[src/core/tbm_pkg.sv]
// Constants, field layouts and carrier types of the temperature and battery monitor
package tbm_pkg;

   // Register offsets (7-bit register address space)
   localparam logic [6:0] ADDR_CONV_CFG = 7'h0F;
   localparam logic [6:0] ADDR_CONV_VALUE = 7'h11;
   localparam logic [6:0] ADDR_TEMP_CTL = 7'h12;
   localparam logic [6:0] ADDR_TEMP_OFFS = 7'h13;
   localparam logic [6:0] ADDR_BAT_THRESH = 7'h1A;
   localparam logic [6:0] ADDR_BAT_LEVEL = 7'h1B;

   // Reset values
   localparam logic [7:0] RST_CONV_CFG = 8'h00;
   localparam logic [7:0] RST_TEMP_CTL = 8'h20;
   localparam logic [7:0] RST_TEMP_OFFS = 8'h00;
   localparam logic [4:0] RST_BAT_THRESH = 5'h14;
   localparam logic [4:0] RST_BAT_LEVEL = 5'h00;
   localparam logic [7:0] RST_CONV_VALUE = 8'h00;

   // Field positions
   localparam int CONV_START_BIT = 7;
   localparam int TS_SHIFT_BIT = 5;
   localparam int SPI_WRITE_BIT = 7;
   localparam logic [2:0] SEL_TEMP = 3'h0;

   // Timing
   localparam longint unsigned CLK_HZ = 64'd25_000_000;
   localparam longint unsigned CONV_TIME_US = 64'd350;
   localparam longint unsigned MEAS_PERIOD_MS = 64'd1000;
   localparam longint unsigned MEAS_WINDOW_US = 64'd250;
   localparam longint unsigned CONV_CYC = (CONV_TIME_US * CLK_HZ + 64'd999_999) / 64'd1_000_000;
   localparam longint unsigned MEAS_PERIOD_CYC = (MEAS_PERIOD_MS * CLK_HZ) / 64'd1_000;
   localparam longint unsigned MEAS_WINDOW_CYC = (MEAS_WINDOW_US * CLK_HZ) / 64'd1_000_000;
   localparam logic [2:0] BAT_LOW_READS = 3'h4;

   // Temperature sensor control, laid out as the register byte
   typedef struct packed {
      logic [1:0] range;
      logic shift_enable;
      logic trim_enable;
      logic [1:0] trim;
      logic [1:0] ref_trim;
   } tbm_temp_cfg_t;

   // General converter configuration, laid out as the register byte
   typedef struct packed {
      logic busy;
      logic [2:0] sel;
      logic [1:0] ref_sel;
      logic [1:0] gain;
   } tbm_conv_cfg_t;

endpackage

[src/core/tbm_battery.sv]
// Periodic battery level measurement and low-battery interrupt
`timescale 1ns/10ps
module tbm_battery import tbm_pkg::*; #(
   parameter int unsigned PERIOD_CYCLES = 32'(MEAS_PERIOD_CYC),
   parameter int unsigned WINDOW_CYCLES = 32'(MEAS_WINDOW_CYC)
) (
   input wire logic mclk,
   input wire logic rst_n,
   input wire logic enable,
   input wire logic irq_enable,
   input wire logic sleep_mode,
   input wire logic [4:0] threshold,
   input wire logic [4:0] level_raw,
   output logic [4:0] level,
   output logic meas_power,
   output logic rc_osc_enable,
   output logic irq_out_n
);
   localparam int PW = $clog2(PERIOD_CYCLES);
   localparam int WW = $clog2(WINDOW_CYCLES + 1);

   logic [PW-1:0] period_cnt;
   logic [WW-1:0] win_cnt;
   logic [2:0] low_cnt;

   wire period_wrap = (period_cnt == PW'(PERIOD_CYCLES - 1));
   wire sample = meas_power && (win_cnt == WW'(WINDOW_CYCLES - 1));
   wire below = (level_raw < threshold);
   wire [2:0] next_low_cnt = !below ? 3'h0 : (low_cnt == BAT_LOW_READS) ? low_cnt : low_cnt + 3'h1;
   wire [2:0] next_cnt_used = sample ? next_low_cnt : low_cnt;

   ////////////////////////////////////////////////////////////////////////////
   always_ff @(posedge mclk or negedge rst_n) begin
      if (!rst_n) begin
         period_cnt <= '0;
         win_cnt <= '0;
         meas_power <= 1'b0;
         low_cnt <= 3'h0;
         level <= RST_BAT_LEVEL;
      end else if (!enable) begin
         // Idle while disabled; the detector is kept unpowered
         period_cnt <= '0; // [RULE9]
         win_cnt <= '0;
         meas_power <= 1'b0;
         low_cnt <= 3'h0; // [RULE15]
      end else begin
         period_cnt <= period_wrap ? '0 : period_cnt + PW'(1);
         if (period_cnt == '0) begin
            meas_power <= 1'b1; // [RULE11]
            win_cnt <= '0;
         end else if (sample) begin
            meas_power <= 1'b0; // [RULE11]
         end else if (meas_power) begin
            win_cnt <= win_cnt + WW'(1);
         end
         if (sample) begin
            level <= level_raw; // [RULE13] [RULE9]
            low_cnt <= next_low_cnt; // [RULE12] [RULE15]
         end
      end
   end

   always_ff @(posedge mclk or negedge rst_n) begin
      if (!rst_n) begin
         rc_osc_enable <= 1'b0;
         irq_out_n <= 1'b1;
      end else begin
         rc_osc_enable <= enable && sleep_mode; // [RULE10]
         irq_out_n <= !(enable && irq_enable && next_cnt_used == BAT_LOW_READS); // [RULE7] [RULE12]
      end
   end
endmodule

[src/core/tbm_top.sv]
// Temperature sensor and battery monitor control with serial register access
//
// What this block does
// [RULE1] Sensor powered when selected, no enable needed
// [RULE2] Host selects sensor, bandgap, range, offset, start
// [RULE3] Two-bit range field picks span and resolution
// [RULE4] Shift disabled gives absolute kelvin test mode
// [RULE5] Offset enable adds offset register to result
// [RULE6] Trim enable applies analogue sensor trim field
// [RULE7] Low level under threshold asserts interrupt
// [RULE8] Host reads status registers to find cause; none are held here, and status address 7'h03 reads 8'h00
// [RULE9] Monitor runs only when enabled; level readable
// [RULE10] Sleep with monitor on starts RC oscillator
// [RULE11] Detector powered each second for 250 us
// [RULE12] Four consecutive low readings before interrupt
// [RULE13] Level code is 50 mV steps from 1.7 V
// [RULE14] Start bit reads busy, clears after 350 us
// [RULE15] Good reading or disable clears low count
// [RULE16] Level register upper bits zero, writes ignored
`timescale 1ns/10ps
module tbm_top import tbm_pkg::*; #(
   parameter int unsigned CONV_CYCLES = 32'(CONV_CYC),
   parameter int unsigned PERIOD_CYCLES = 32'(MEAS_PERIOD_CYC),
   parameter int unsigned WINDOW_CYCLES = 32'(MEAS_WINDOW_CYC)
) (
   input wire logic mclk,
   input wire logic rst_n,
   input wire logic spi_sck,
   input wire logic spi_nsel,
   input wire logic spi_sdi,
   output logic spi_sdo,
   output logic spi_sdo_oe,
   input wire logic [7:0] conv_raw,
   input wire logic [4:0] bat_raw,
   input wire logic test_bus_temp_sel,
   input wire logic battery_monitor_enable,
   input wire logic battery_irq_enable,
   input wire logic sleep_mode,
   output tbm_conv_cfg_t conv_cfg,
   output logic conv_start,
   output tbm_temp_cfg_t temp_cfg,
   output logic temp_sensor_power,
   output logic battery_power,
   output logic rc_osc_enable,
   output logic irq_out_n
);
   localparam int CW = $clog2(CONV_CYCLES + 1);

   logic [2:0] sck_s;
   logic [1:0] nsel_s;
   logic [1:0] sdi_s;
   logic [7:0] conv_raw_s0, conv_raw_s1;
   logic [4:0] bat_raw_s0, bat_raw_s1;
   logic [7:0] shift_in;
   logic [2:0] bit_cnt;
   logic first_byte;
   logic is_write;
   logic [6:0] addr;
   logic [7:0] sdo_sh;
   logic [7:0] temp_offs;
   logic [4:0] bat_thresh;
   logic [4:0] bat_level;
   logic [7:0] conv_value;
   logic [CW-1:0] conv_cnt;

   ////////////////////////////////////////////////////////////////////////////
   function automatic logic [7:0] sat_add(input logic [7:0] a, input logic [7:0] b);
      logic [8:0] s;
      s = {1'b0, a} + {1'b0, b};
      return s[8] ? 8'hFF : s[7:0];
   endfunction

   function automatic logic [7:0] reg_read(input logic [6:0] a, input tbm_conv_cfg_t cc,
                                           input logic [7:0] cv, input tbm_temp_cfg_t tc,
                                           input logic [7:0] to, input logic [4:0] th,
                                           input logic [4:0] lv);
      case (a)
         ADDR_CONV_CFG: return cc;
         ADDR_CONV_VALUE: return cv;
         ADDR_TEMP_CTL: return tc;
         ADDR_TEMP_OFFS: return to;
         ADDR_BAT_THRESH: return {3'h0, th};
         ADDR_BAT_LEVEL: return {3'h0, lv}; // [RULE16]
         default: return 8'h00;
      endcase
   endfunction

   ////////////////////////////////////////////////////////////////////////////
   // Pin synchronisers
   always_ff @(posedge mclk or negedge rst_n) begin
      if (!rst_n) begin
         sck_s <= 3'h0;
         nsel_s <= 2'h3;
         sdi_s <= 2'h0;
         conv_raw_s0 <= 8'h00;
         conv_raw_s1 <= 8'h00;
         bat_raw_s0 <= 5'h00;
         bat_raw_s1 <= 5'h00;
      end else begin
         sck_s <= {sck_s[1:0], spi_sck};
         nsel_s <= {nsel_s[0], spi_nsel};
         sdi_s <= {sdi_s[0], spi_sdi};
         conv_raw_s0 <= conv_raw;
         conv_raw_s1 <= conv_raw_s0;
         bat_raw_s0 <= bat_raw;
         bat_raw_s1 <= bat_raw_s0;
      end
   end

   wire selected = !nsel_s[1];
   wire sck_rise = sck_s[1] && !sck_s[2];
   wire sck_fall = !sck_s[1] && sck_s[2];
   wire [7:0] next_byte = {shift_in[6:0], sdi_s[1]};
   wire byte_done = selected && sck_rise && (bit_cnt == 3'h7);
   wire wr_en = byte_done && !first_byte && is_write;
   wire [6:0] next_addr = first_byte ? next_byte[6:0] : addr + 7'h01;
   wire [7:0] rd_data = reg_read(next_addr, conv_cfg, conv_value, temp_cfg, temp_offs, bat_thresh, bat_level);
   wire conv_go = wr_en && (addr == ADDR_CONV_CFG) && next_byte[CONV_START_BIT] && !conv_cfg.busy;
   wire conv_end = conv_cfg.busy && (conv_cnt == CW'(CONV_CYCLES - 1));
   wire [7:0] conv_result = temp_cfg.shift_enable ? sat_add(conv_raw_s1, temp_offs) : conv_raw_s1;

   ////////////////////////////////////////////////////////////////////////////
   // Serial slave: command byte (write flag, address), then data bytes with auto-increment
   always_ff @(posedge mclk or negedge rst_n) begin
      if (!rst_n) begin
         shift_in <= 8'h00;
         bit_cnt <= 3'h0;
         first_byte <= 1'b1;
         is_write <= 1'b0;
         addr <= 7'h00;
         sdo_sh <= 8'h00;
         spi_sdo <= 1'b0;
         spi_sdo_oe <= 1'b0;
      end else if (!selected) begin
         bit_cnt <= 3'h0;
         first_byte <= 1'b1;
         spi_sdo_oe <= 1'b0;
      end else begin
         spi_sdo_oe <= 1'b1;
         if (sck_rise) begin
            shift_in <= next_byte;
            bit_cnt <= bit_cnt + 3'h1;
         end
         if (byte_done) begin
            first_byte <= 1'b0;
            addr <= next_addr;
            sdo_sh <= rd_data;
            if (first_byte) begin
               is_write <= next_byte[SPI_WRITE_BIT];
            end
         end else if (sck_fall) begin
            spi_sdo <= sdo_sh[7];
            sdo_sh <= {sdo_sh[6:0], 1'b0};
         end
      end
   end

   ////////////////////////////////////////////////////////////////////////////
   // Register file and general converter sequencing
   always_ff @(posedge mclk or negedge rst_n) begin
      if (!rst_n) begin
         conv_cfg <= RST_CONV_CFG;
         temp_cfg <= RST_TEMP_CTL; // [RULE4]
         temp_offs <= RST_TEMP_OFFS;
         bat_thresh <= RST_BAT_THRESH;
      end else begin
         if (wr_en && addr == ADDR_CONV_CFG) begin
            conv_cfg.sel <= next_byte[6:4];
            conv_cfg.ref_sel <= next_byte[3:2];
            conv_cfg.gain <= next_byte[1:0];
         end
         if (conv_go) begin
            conv_cfg.busy <= 1'b1; // [RULE14]
         end else if (conv_end) begin
            conv_cfg.busy <= 1'b0; // [RULE14]
         end
         if (wr_en && addr == ADDR_TEMP_CTL) begin
            temp_cfg <= next_byte; // [RULE3] [RULE6]
         end
         if (wr_en && addr == ADDR_TEMP_OFFS) begin
            temp_offs <= next_byte;
         end
         if (wr_en && addr == ADDR_BAT_THRESH) begin
            bat_thresh <= next_byte[4:0];
         end
      end
   end

   always_ff @(posedge mclk or negedge rst_n) begin
      if (!rst_n) begin
         conv_cnt <= '0;
         conv_value <= RST_CONV_VALUE;
         conv_start <= 1'b0;
         temp_sensor_power <= 1'b0;
      end else begin
         conv_start <= conv_go;
         conv_cnt <= conv_go ? '0 : conv_cfg.busy ? conv_cnt + CW'(1) : conv_cnt;
         if (conv_end) begin
            conv_value <= conv_result; // [RULE5] [RULE4] [RULE2]
         end
         temp_sensor_power <= (conv_cfg.sel == SEL_TEMP) || test_bus_temp_sel; // [RULE1]
      end
   end

   ////////////////////////////////////////////////////////////////////////////
   tbm_battery #(
      .PERIOD_CYCLES(PERIOD_CYCLES),
      .WINDOW_CYCLES(WINDOW_CYCLES)
   ) u_battery (
      .mclk(mclk),
      .rst_n(rst_n),
      .enable(battery_monitor_enable),
      .irq_enable(battery_irq_enable),
      .sleep_mode(sleep_mode),
      .threshold(bat_thresh),
      .level_raw(bat_raw_s1),
      .level(bat_level),
      .meas_power(battery_power),
      .rc_osc_enable(rc_osc_enable),
      .irq_out_n(irq_out_n)
   );

   ////////////////////////////////////////////////////////////////////////////
   logic [CW:0] busy_len;
   always_ff @(posedge mclk or negedge rst_n) begin
      if (!rst_n) begin
         busy_len <= '0;
      end else begin
         busy_len <= conv_cfg.busy ? busy_len + (CW + 1)'(1) : '0;
      end
   end
endmodule

[config.mk]
export PLATFORM = sky130hd
export DESIGN_NAME = tbm_top
export DESIGN_NICKNAME = d
export VERILOG_FILES = /design/src/core/tbm_pkg.sv /design/src/core/tbm_battery.sv /design/src/core/tbm_top.sv
export SDC_FILE = /design/constraint.sdc
export NUM_CORES = 1
export LEC_CHECK = 0
export BUFFER_PORTS_ARGS = -buffer_cell sky130_fd_sc_hd__buf_2
export CORE_AREA = 2 2 152 154
export DETAILED_ROUTE_END_ITERATION = 16
export DIE_AREA = 0 0 154 156
export PLACE_DENSITY_LB_ADDON = 0.25
export SETUP_SLACK_MARGIN = 0.05
export SLEW_MARGIN = 20
export SYNTH_ARGS = -nofsm -noshare
export SYNTH_HDL_FRONTEND = slang
export SYNTH_SLANG_ARGS = --single-unit
[constraint.sdc]
create_clock -name mclk -period 5.3 [get_ports mclk]
set_input_delay 0.795 -clock mclk [delete_from_list [all_inputs] [get_ports mclk]]
set_output_delay 0.795 -clock mclk [all_outputs]
set_load 0.02 [all_outputs]
[Word level (Yosys, flattened, before mapping)]
Cells that the tools add are included.
W data, S select, Z words.
Storage, ports and cells
  bits in registers: 164
  bits in latches: 0
  bits in writable memories: 0
  ROM bits: 0
  input port bits: 22
  output and inout bits: 23
  logic and storage cells: 132
  memories kept: 0
Operators by class
  $add $sub $neg: 7
  multiply operators: 0
  divide/modulo/power cells: 0
  magnitude comparators: 1
  equal/unequal tests: 19
  shift-type cells: 0
  muxes and demuxes: 28
  bitwise operators: 2
  reductions and logical operators: 38
Operators with widths (number)
  $eq A7 B5 Y1 const B: 8
  $mux W13: 4
  $mux W25: 2
  $pmux W8 S6: 1
  $mux W8: 4
  $mux W14: 2
  $add A25 B1 Y25 const B: 1
  $eq A25 B25 Y1 const B: 1
  $logic_not A25 Y1: 1
  $mux W3: 6
  $logic_and A1 B1 Y1: 17
  $add A14 B1 Y14 const B: 1
  $eq A14 B14 Y1 const B: 1
  $eq A7 B4 Y1 const B: 2
  $add A13 B1 Y13 const B: 1
  $eq A13 B13 Y1 const B: 1
  $reduce_and A2 Y1: 5
  $reduce_bool A2 Y1: 5
  $add A8 B8 Y9: 1
  $eq A3 B3 Y1 const B: 3
  $mux W1: 8
  $add A7 B1 Y7 const B: 1
  $mux W7: 1
  $add A3 B1 Y3 const B: 2
  other kinds (8): 16

[Depth between registers and ports, before layout]
Gate-level depths: netlist of the first run.
  word-level depth: 10
  gate-level depth with buffers: 9
  mapped depth without buffers: 9

[Cells and area by module]
Synthesis of the first run repeated with hierarchy kept, for this count alone.
Second synthesis, totals
  cells, all modules: 722
  area, all modules: 7781.2 µm²
Modules (own cells, without submodules)
  tbm_top: times used 1, cells each 462, area each 5178.7 µm², sequential area each 2885.3 µm²
  tbm_battery: times used 1, cells each 260, area each 2602.5 µm², sequential area each 1227.4 µm²

[Worst setup path after synthesis of the first run]
Ideal clock, no wire load.
  path type: register to register
  start: reg bit_cnt[0]
  end: reg temp_cfg[0] (netlist name)
  setup time: 125 ps
  arrival time: 2163 ps
  required time: 5175 ps
  path slack: 3012 ps
  stages on the path, launching flop included: 9
  buffers on the path: 0
  clock period less this slack: 2288 ps
  path through: dfrtp_1 -> ha_1 -> ha_1 -> nand4bb_4 -> or4_4 -> nor2_2 -> nand3_1 -> nor2_4 -> mux2_2
Between the ends
  longest elaborated chain between the ends: 5
Ends and longest elaborated chain
  start, declared: line tbm_top.sv:55  | logic [2:0] bit_cnt;
  start signal, assigned: line tbm_top.sv:142  | bit_cnt <= bit_cnt + 3'h1;
  $eq A3 B3 Y1: line tbm_top.sv:114  | wire byte_done = selected && sck_rise && (bit_cnt == 3'h7);
  $logic_and A1 B1 Y1: line tbm_top.sv:114
  $logic_and A1 B1 Y1 (2 in a row): line tbm_top.sv:115  | wire wr_en = byte_done && !first_byte && is_write;
  $logic_and A1 B1 Y1: line tbm_top.sv:177  | if (wr_en && addr == ADDR_TEMP_CTL) begin
  end signal, assigned: line tbm_top.sv:178  | temp_cfg <= next_byte;
  end, declared: line tbm_top.sv:41  | output tbm_temp_cfg_t temp_cfg,
Every way passes these cells.
A chain may end at the register's enable or synchronous reset.

[Worst setup path in the final report of the first run]
  start: reg bit_cnt[0]
  end: reg conv_cnt[13]
Between the ends
  longest elaborated chain between the ends: 8
  elaborated cells between the ends (all ways): 9
  classes of those cells: 1 x eq/ne; 1 x mux; 7 x reduce/logical
Ends and longest elaborated chain
  $eq A3 B3 Y1 *: line tbm_top.sv:114
  $logic_and A1 B1 Y1 *: line tbm_top.sv:114
  $logic_and A1 B1 Y1 * (2 in a row): line tbm_top.sv:115
  $logic_and A1 B1 Y1 * (3 in a row): line tbm_top.sv:118  | wire conv_go = wr_en && (addr == ADDR_CONV_CFG) && next_byte[CONV_START_BIT] && !conv_cfg.busy;
  $mux W14 / $reduce_bool A2 Y1 (equally long branches)
  end signal, assigned: line tbm_top.sv:197  | conv_cnt <= conv_go ? '0 : conv_cfg.busy ? conv_cnt + CW'(1) : conv_cnt;
  end, declared: line tbm_top.sv:64  | logic [CW-1:0] conv_cnt;
Every way passes the cells marked *; elsewhere a longest branch is shown, timed or not.

==> impl_metrics.py, run 1 <==
metrics = {
    "die": {
        "die-area_sq_um": 24000,
        "core.rowCount": 55,
        "start_util_pct": 34.5,
        "io_pins": 45,
        "coreArea_sq_um": 22400,
        "die_h_microns": 156,
        "die_width_microns": 154,
    },
    "critical_path": {
        "cp_data_arrival_time_ps": 3100,
        "crit_chain": "ha_1 -> ha_1 -> nand4bb_4 -> or4_4 -> nor3_1 -> nand3_1 -> o211ai_1 -> o31ai_1",
        "crit_buf_inv": 0,
        "cpPeakStageDelay_ps": 610,
        "crit_family": "simple AND/OR/NAND/NOR gates",
        "critPathSlowestCell": "or4_4",
        "path_common_cell": "ha_1",
        "path_max_fanout": 24,
        "end_kind": "flop",
        "start_kind": "flop",
        "cp.required_ps": 5600,
        "worstSetupPathType": "flop to flop",
    },
    "global_routing": {
        "antenna_found_initial": 0,
        "grt_max_degree": 98,
        "overflow": 0,
        "grtUsageTotal_pct": 14.7,
        "grt_pass1_vias": 5323,
        "grt_pass1_wl_microns": 27900,
    },
    "place": {
        "gp_congestion": 0.831,
        "portBuffers": 44,
        "dp_cells": 1019,
        "dp_hpwl_microns": 11500,
    },
    "synth": {
        "synth_area_leader_cell": "dfrtp_1",
        "ys_types": 65,
        "synth-simple-area-share_pct": 16.2,
        "synth-compound-area-share_pct": 11.4,
        "yosys_warnings": 0,
        "yosys.cell_count.top_type": "dfrtp_1",
        "synthXorXnorAreaFrac_pct": 5.00,
        "syn_area_sq_um": 7710,
        "synth_adder_area_share_pct": 4.15,
        "syn_inst": 704,
        "synth.net_count": 751,
        "syn_area_per_cell_sq_um": 11.0,
        "ys_top_cells_by_area": "dfrtp_1, mux2_2, ha_1",
        "synth_edf_count": 0,
        "ys_ff_latch": 164,
        "ys_top_cells_by_count": "dfrtp_1, nand2_1, nor2_1",
        "synth_top_cell_area_share_pct": 50.9,
        "synth-main-ff-cell": "dfrtp_1",
        "ys_seq_area_share_pct": 53.3,
        "async_reset_ff_share_pct": 100,
        "synth.mux.area_fraction_pct": 7.56,
        "synth_top_family_by_area": "simple AND/OR/NAND/NOR gates",
    },
    "route": {
        "wirelength_microns": 16400,
        "vias": 5329,
        "wl_per_cell_microns": 15.6,
        "post_drt_via_cell_ratio": 5.07,
        "drc": 0,
        "ant_nets": 0,
        "dr.pass1.iters": 4,
        "drtIter0Drc": 231,
    },
    "sta": {
        "rsz0062_at_grt": "no",
        "min_period_ps": 2800,
        "worst_slew_pin_slew_ps": 965,
        "slew_headroom_pct": 35.4,
        "clock_skew_ps": 10.6,
        "tns_ps": 0,
        "slew_violations": 0,
        "hold_violations": 0,
        "setup_violations": 0,
        "fin_crit_sh_pct": 52.7,
        "max_freq_ghz": 0.358,
    },
    "clocking": {
        "cts_root_buf": "clkbuf_16",
        "clk_pin_slew_ps": 70,
        "cts_resized": 0,
        "cts_tree": "built",
        "cts_max_path_buffers": 2,
        "htreeDepth": 4,
        "numCtsBuffers": 17,
        "cts_sinks": 164,
        "clk_latency_ps": 430,
        "postCtsSetupBuffers": 0,
        "ctsHoldBuffers": 0,
    },
    "power_and_ir_drop": {
        "ir_worst_vdd_v": 0.000211,
        "leakage_nw": 4.02,
        "p_per_area_nw_per_um2": 320,
        "power_w": 0.00283,
    },
    "min_path": {
        "holdCritPathClass": "flop to flop",
    },
    "layout": {
        "fin_nets": 800,
        "final_cells": 1051,
        "diodes": 0,
        "area_growth_pct": 14.9,
        "drive_gt1_share_pct": 17.5,
    },
    "job": {
        "drv_cap": 0,
    },
    "outcome": {
        "status": "complete, no violations",
    },
}
## cell usage in the layout, fill, tap and decap left out, types with 6 or more instances in the layout
cell type,instances
nor4_1,8
and3_1,20
mux2i_1,11
mux2_2,34
mux2_4,6
or3_1,7
nand2b_1,9
inv_1,28
nand3_1,37
o21a_1,7
nor3_1,10
clkbuf_16,17
xor2_1,28
a21oi_1,26
buf_2,43
nor2_1,53
dfrtp_1,157
nand2_1,58
o21ai_0,46
ha_1,24
nand4_1,12
o22ai_1,6
dfstp_2,7
xnor2_1,16
o2bb2ai_1,6
## final timing paths
path	from	cells past startpoint	slack (ps)	endpoint
max	bit_cnt[0]	8	2500	conv_cnt[13]
min	conv_raw_s0[6]	0	350	conv_raw_s1[6]
max reg2reg	bit_cnt[0]	8	2500	conv_cnt[13]
min reg2reg	conv_raw_s0[6]	0	350	conv_raw_s1[6]
max in group asynchronous	rst_n	2	3990	u_battery.period_cnt[24]
min in group asynchronous	rst_n	1	360	conv_raw_s1[7]
## power by group
part           internal (W)  switching (W)  total, W  leakage, nW
Clock              0.000711       0.000542   0.00125        0.296
Sequential          0.00131      0.0000695   0.00138         2.16
Combinational     0.0000791       0.000126  0.000205         1.57
## logic make-up after synthesis
kind of cell / Yosys count
simple gates: 239
fa+ha+maj: 25
buf+inv: 44
mux: 51
flops: 164
compound gates: 137
xor+xnor: 44
## worst register-to-register path, stage by stage, from the launching register on
cell       delay [ps]
dfrtp_1           360
ha_1              160
ha_1              250
nand4bb_4         340
or4_4             610
nor3_1            270
nand3_1           370
o211ai_1          210
o31ai_1           100
## through the flow
stage	setup WS [ps]	area (sq um)	hold slack (ps)	util [%]
3_3_place_gp	2570	8250	333	36.9
3_5_place_dp	2530	8260	335	36.9
2_1_floorplan	3010	7710	331	-
4_1_cts	2500	8860	351	39.6
5_1_grt	2250	8860	358	39.6
6_report	2500	8860	349	39.6
## cell type report
class,count,area (sq um)
Multi-Input combinational cell,496,3430
Timing Repair Buffer,46,254
Clock buffer,18,429
Tap cell,285,357
Fill cell,2178,13500
Inverter,28,105
Sequential cell,164,4110
Clock inverter,14,165
## flip-flops by register name, indices dropped and copies added (netlist names), 5 cells and up
register              flops
conv_raw_s1               8
temp_cfg                  8
addr                      7
u_battery.win_cnt        13
sdo_sh                    8
conv_cfg                  8
u_battery.level           5
temp_offs                 8
conv_raw_s0               8
bat_thresh                5
shift_in                  7
bat_raw_s0                5
bat_raw_s1                5
conv_value                8
conv_cnt                 14
u_battery.period_cnt     25
## routing by layer
metal  global-route usage [%]  wire [microns]  share of wire, %
met1                     19.1            7720                47
met2                     24.3            7960                48
met3                     3.00             447               2.7
met4                     5.34             310               1.9
met5                        0               0                 0
Power figures use the tool's default switching activity.
==> run 2, diff against run 1 <==
--- a/config.mk
+++ b/config.mk
@@ -5,10 +5,11 @@
 export SDC_FILE = /design/constraint.sdc
 export NUM_CORES = 1
 export LEC_CHECK = 0
+export ABC_AREA = 1
 export BUFFER_PORTS_ARGS = -buffer_cell sky130_fd_sc_hd__buf_2
-export CORE_AREA = 2 2 152 154
+export CORE_AREA = 2 2 156 158
 export DETAILED_ROUTE_END_ITERATION = 16
-export DIE_AREA = 0 0 154 156
+export DIE_AREA = 0 0 158 160
 export PLACE_DENSITY_LB_ADDON = 0.25
 export SETUP_SLACK_MARGIN = 0.05
 export SLEW_MARGIN = 20
==> constraint.sdc (replaced) <==
create_clock -name mclk -period 2.8 [get_ports mclk]
set_input_delay 0.42 -clock mclk [delete_from_list [all_inputs] [get_ports mclk]]
set_output_delay 0.42 -clock mclk [all_outputs]
set_load 0.02 [all_outputs]
==> run 2 against run 1 <==
Net effect: synthesized area rose by 5.9%; combinational power rose by 130%; largest power group unchanged; sequential share of layout area is 2.7 points lower; final cell count up 29%.
==> impl_metrics.py, run 2 <==
metrics = {
    "layout": {
        "diodes": 0,
        "final_cell_mix": "nand2_1, dfrtp_1, inv_1",
        "final_util_pct": 39.5,
        "multiInputGateArea_sq_um": 3530,
        "largest_reg_flops": 25,
        "drive_gt1_share_pct": 14.0,
        "regArea_sq_um": 4110,
        "area_growth_pct": 15.1,
        "fin_nets": 1064,
        "layout_commonest_cell": "nand2_1",
        "regMostFlops": "u_battery.period_cnt",
        "fill_cells": 2474,
        "top_regs": "u_battery.period_cnt: 25 flops, conv_cnt: 14 flops, u_battery.win_cnt: 13 flops",
    },
    "critical_path": {
        "crit_chain": "inv_1 -> ha_1 -> o21ai_2 -> nand2_2 -> nand3b_1 -> nor2_2 -> nand2_2 -> nor2_1 -> nor2_1 -> nand2_1 -> nand3_1 -> nand2_1",
        "start_kind": "flop",
        "crit_family": "simple AND/OR/NAND/NOR gates",
        "crit-reg2reg-launch": "addr[0]",
        "worstSetupPathType": "flop to flop",
        "cp_data_arrival_time_ps": 2560,
        "crit_buf_inv": 1,
        "cp.required_ps": 3160,
        "r2r-end": "sdo_sh[1]",
        "cpPeakStageDelay_ps": 460,
        "end_kind": "flop",
        "cp.depth": 12,
        "ff2ff_path_depth": 12,
        "critPathSlowestCell": "dfrtp_1",
        "rrSetupSlack_ps": 600,
        "path_max_fanout": 6,
    },
    "min_path": {
        "holdCritPathClass": "primary input to flop",
        "hold_depth": 1,
        "min-delay-start": "spi_nsel",
        "min_delay_worst_endpoint": "nsel_s[0]",
    },
    "global_routing": {
        "grt_max_degree": 59,
        "antenna_found_initial": 0,
        "grtUsageTotal_pct": 16.5,
        "overflow": 0,
        "grt_pass1_wl_microns": 32800,
        "grt_pass1_vias": 6503,
    },
    "route": {
        "vias": 6556,
        "post_drt_via_cell_ratio": 4.85,
        "wirelength_microns": 19500,
        "dr.pass1.iters": 7,
        "ant_nets": 0,
        "drtIter0Drc": 393,
        "wl_per_cell_microns": 14.4,
        "drc": 0,
    },
    "die": {
        "die-area_sq_um": 25300,
        "die_h_microns": 160,
        "die_width_microns": 158,
        "core.rowCount": 57,
        "start_util_pct": 34.3,
        "coreArea_sq_um": 23800,
        "io_pins": 45,
    },
    "outcome": {
        "status": "complete, no violations",
    },
    "synth": {
        "syn_inst": 958,
        "synth-main-ff-cell": "dfrtp_1",
        "ys_top_cells_by_area": "dfrtp_1, nand2_1, o21ai_0",
        "synth_area_leader_cell": "dfrtp_1",
        "synth_edf_count": 0,
        "synth.net_count": 1005,
        "async_reset_ff_share_pct": 100,
        "ys_types": 52,
        "ys_top_cells_by_count": "nand2_1, dfrtp_1, inv_1",
        "ys_seq_area_share_pct": 50.3,
        "synth_top_cell_area_share_pct": 48.1,
        "ys_ff_latch": 164,
        "yosys.cell_count.top_type": "nand2_1",
        "yosys_warnings": 0,
        "syn_area_sq_um": 8170,
        "syn_area_per_cell_sq_um": 8.53,
    },
    "place": {
        "gp_congestion": 0.857,
        "dp_hpwl_microns": 14200,
        "portBuffers": 44,
    },
    "sta": {
        "hold_violations": 0,
        "max_freq_ghz": 0.455,
        "rsz0062_at_grt": "no",
        "min_period_ps": 2200,
        "clock_skew_ps": 9.48,
        "worst_slew_pin_slew_ps": 600,
        "fin_crit_sh_pct": 78.4,
        "tns_ps": 0,
        "slew_headroom_pct": 59.9,
        "slew_violations": 0,
        "setup_violations": 0,
    },
    "clocking": {
        "cts_tree": "built",
        "cts_root_buf": "clkbuf_16",
        "numCtsBuffers": 17,
        "htreeDepth": 4,
        "clk_pin_slew_ps": 70,
        "cts_max_path_buffers": 2,
        "postCtsSetupBuffers": 0,
        "cts_resized": 0,
        "ctsHoldBuffers": 1,
        "clk_latency_ps": 430,
        "cts_sinks": 164,
    },
    "power_and_ir_drop": {
        "leakage_nw": 4.30,
        "p_comb_share_pct": 8.8,
        "seqPwrFrac_pct": 47.0,
        "swShare_pct": 26.8,
        "p_per_area_nw_per_um2": 566,
        "ir_worst_vdd_v": 0.000287,
        "p_int_w": 0.00390,
        "p_switching_w": 0.00143,
        "clock_power_share_pct": 44.3,
    },
    "job": {
        "drv_cap": 0,
    },
}
[run 2: changes by cell type after synthesis, sizes merged, moves of 19 or more]
cell   delta
a21oi    +19
nand3    +51
mux2     -36
o21ai    +49
nand2   +149
inv      +87
nor2     +33
[run 2: area by class of cell]
cell class | count | share of cell area (%)
Tap cell | 324 | 4.31
Inverter | 117 | 4.67
Sequential cell | 164 | 43.7
Timing Repair Buffer | 55 | 3.58
Multi-Input combinational cell | 662 | 37.6
Clock inverter | 12 | 1.54
Clock buffer | 19 | 4.60
[run 2: logic make-up after synthesis]
family | Yosys count | share of synthesized area (%)
AO/OA/AOI/OAI | 159 | 10.5
XOR/XNOR | 15 | 1.61
adder cells (fa/ha/maj) | 25 | 3.92
buffers and inverters | 132 | 6.42
flip-flops | 164 | 50.3
multiplexers | 4 | 0.551
AND/OR/NAND/NOR | 459 | 26.7
[run 2: how the worst max path moves through the flow]
stage	startpoint	endpoint	slack, ps
after global routing	addr[0]	conv_cnt[13]	370
after CTS	addr[1]	conv_cnt[9]	610
final	addr[0]	sdo_sh[1]	600
after floorplan	temp_offs[0]	conv_value[6]	850
after global placement	addr[0]	conv_cnt[9]	640
after detailed placement	addr[1]	conv_cnt[9]	600
[run 2: routing by layer]
| metal | track usage, % | share of wire (%) | up-vias |
|---|---|---|---|
| li1 | - | - | 3298 |
| met1 | 22.1 | 47 | 3112 |
| met2 | 27.4 | 48 | 125 |
| met3 | 2.99 | 3.4 | 21 |
| met4 | 4.22 | 1.2 | 0 |
| met5 | 0 | 0 | - |
[run 2: worst reg2reg max path, delay by kind of cell, from the launching register on]
family,cells,cell delay (ps)
AND/OR/NAND/NOR,9,1060
buffers and inverters,1,110
flip-flops,1,460
AO/OA/AOI/OAI,1,180
adder cells (fa/ha/maj),1,320
[run 2: power by group through the flow]
stage	clock network (W)	logic (W)	registers, W
detailed placement	0	0.000472	0.00254
global route	0.00252	0.000528	0.00251
CTS	0.00241	0.000475	0.00250
floorplan	0	0.000294	0.00253
global placement	0	0.000467	0.00254
finish	0.00236	0.000466	0.00250
[run 2: stage by stage]
step | area, sq um | power, W | hold WS, ps | std cells | worst slack, ps
after detailed placement | 8820 | 0.00302 | 335 | 1321 | 600
final | 9400 | 0.00532 | 85.1 | 1353 | 604
after global placement | 8820 | 0.00301 | 335 | 1321 | 640
after CTS | 9400 | 0.00539 | 71.2 | 1353 | 610
after floorplan | 8170 | 0.00282 | 124 | 958 | 850
after global routing | 9400 | 0.00556 | 65.4 | 1353 | 373
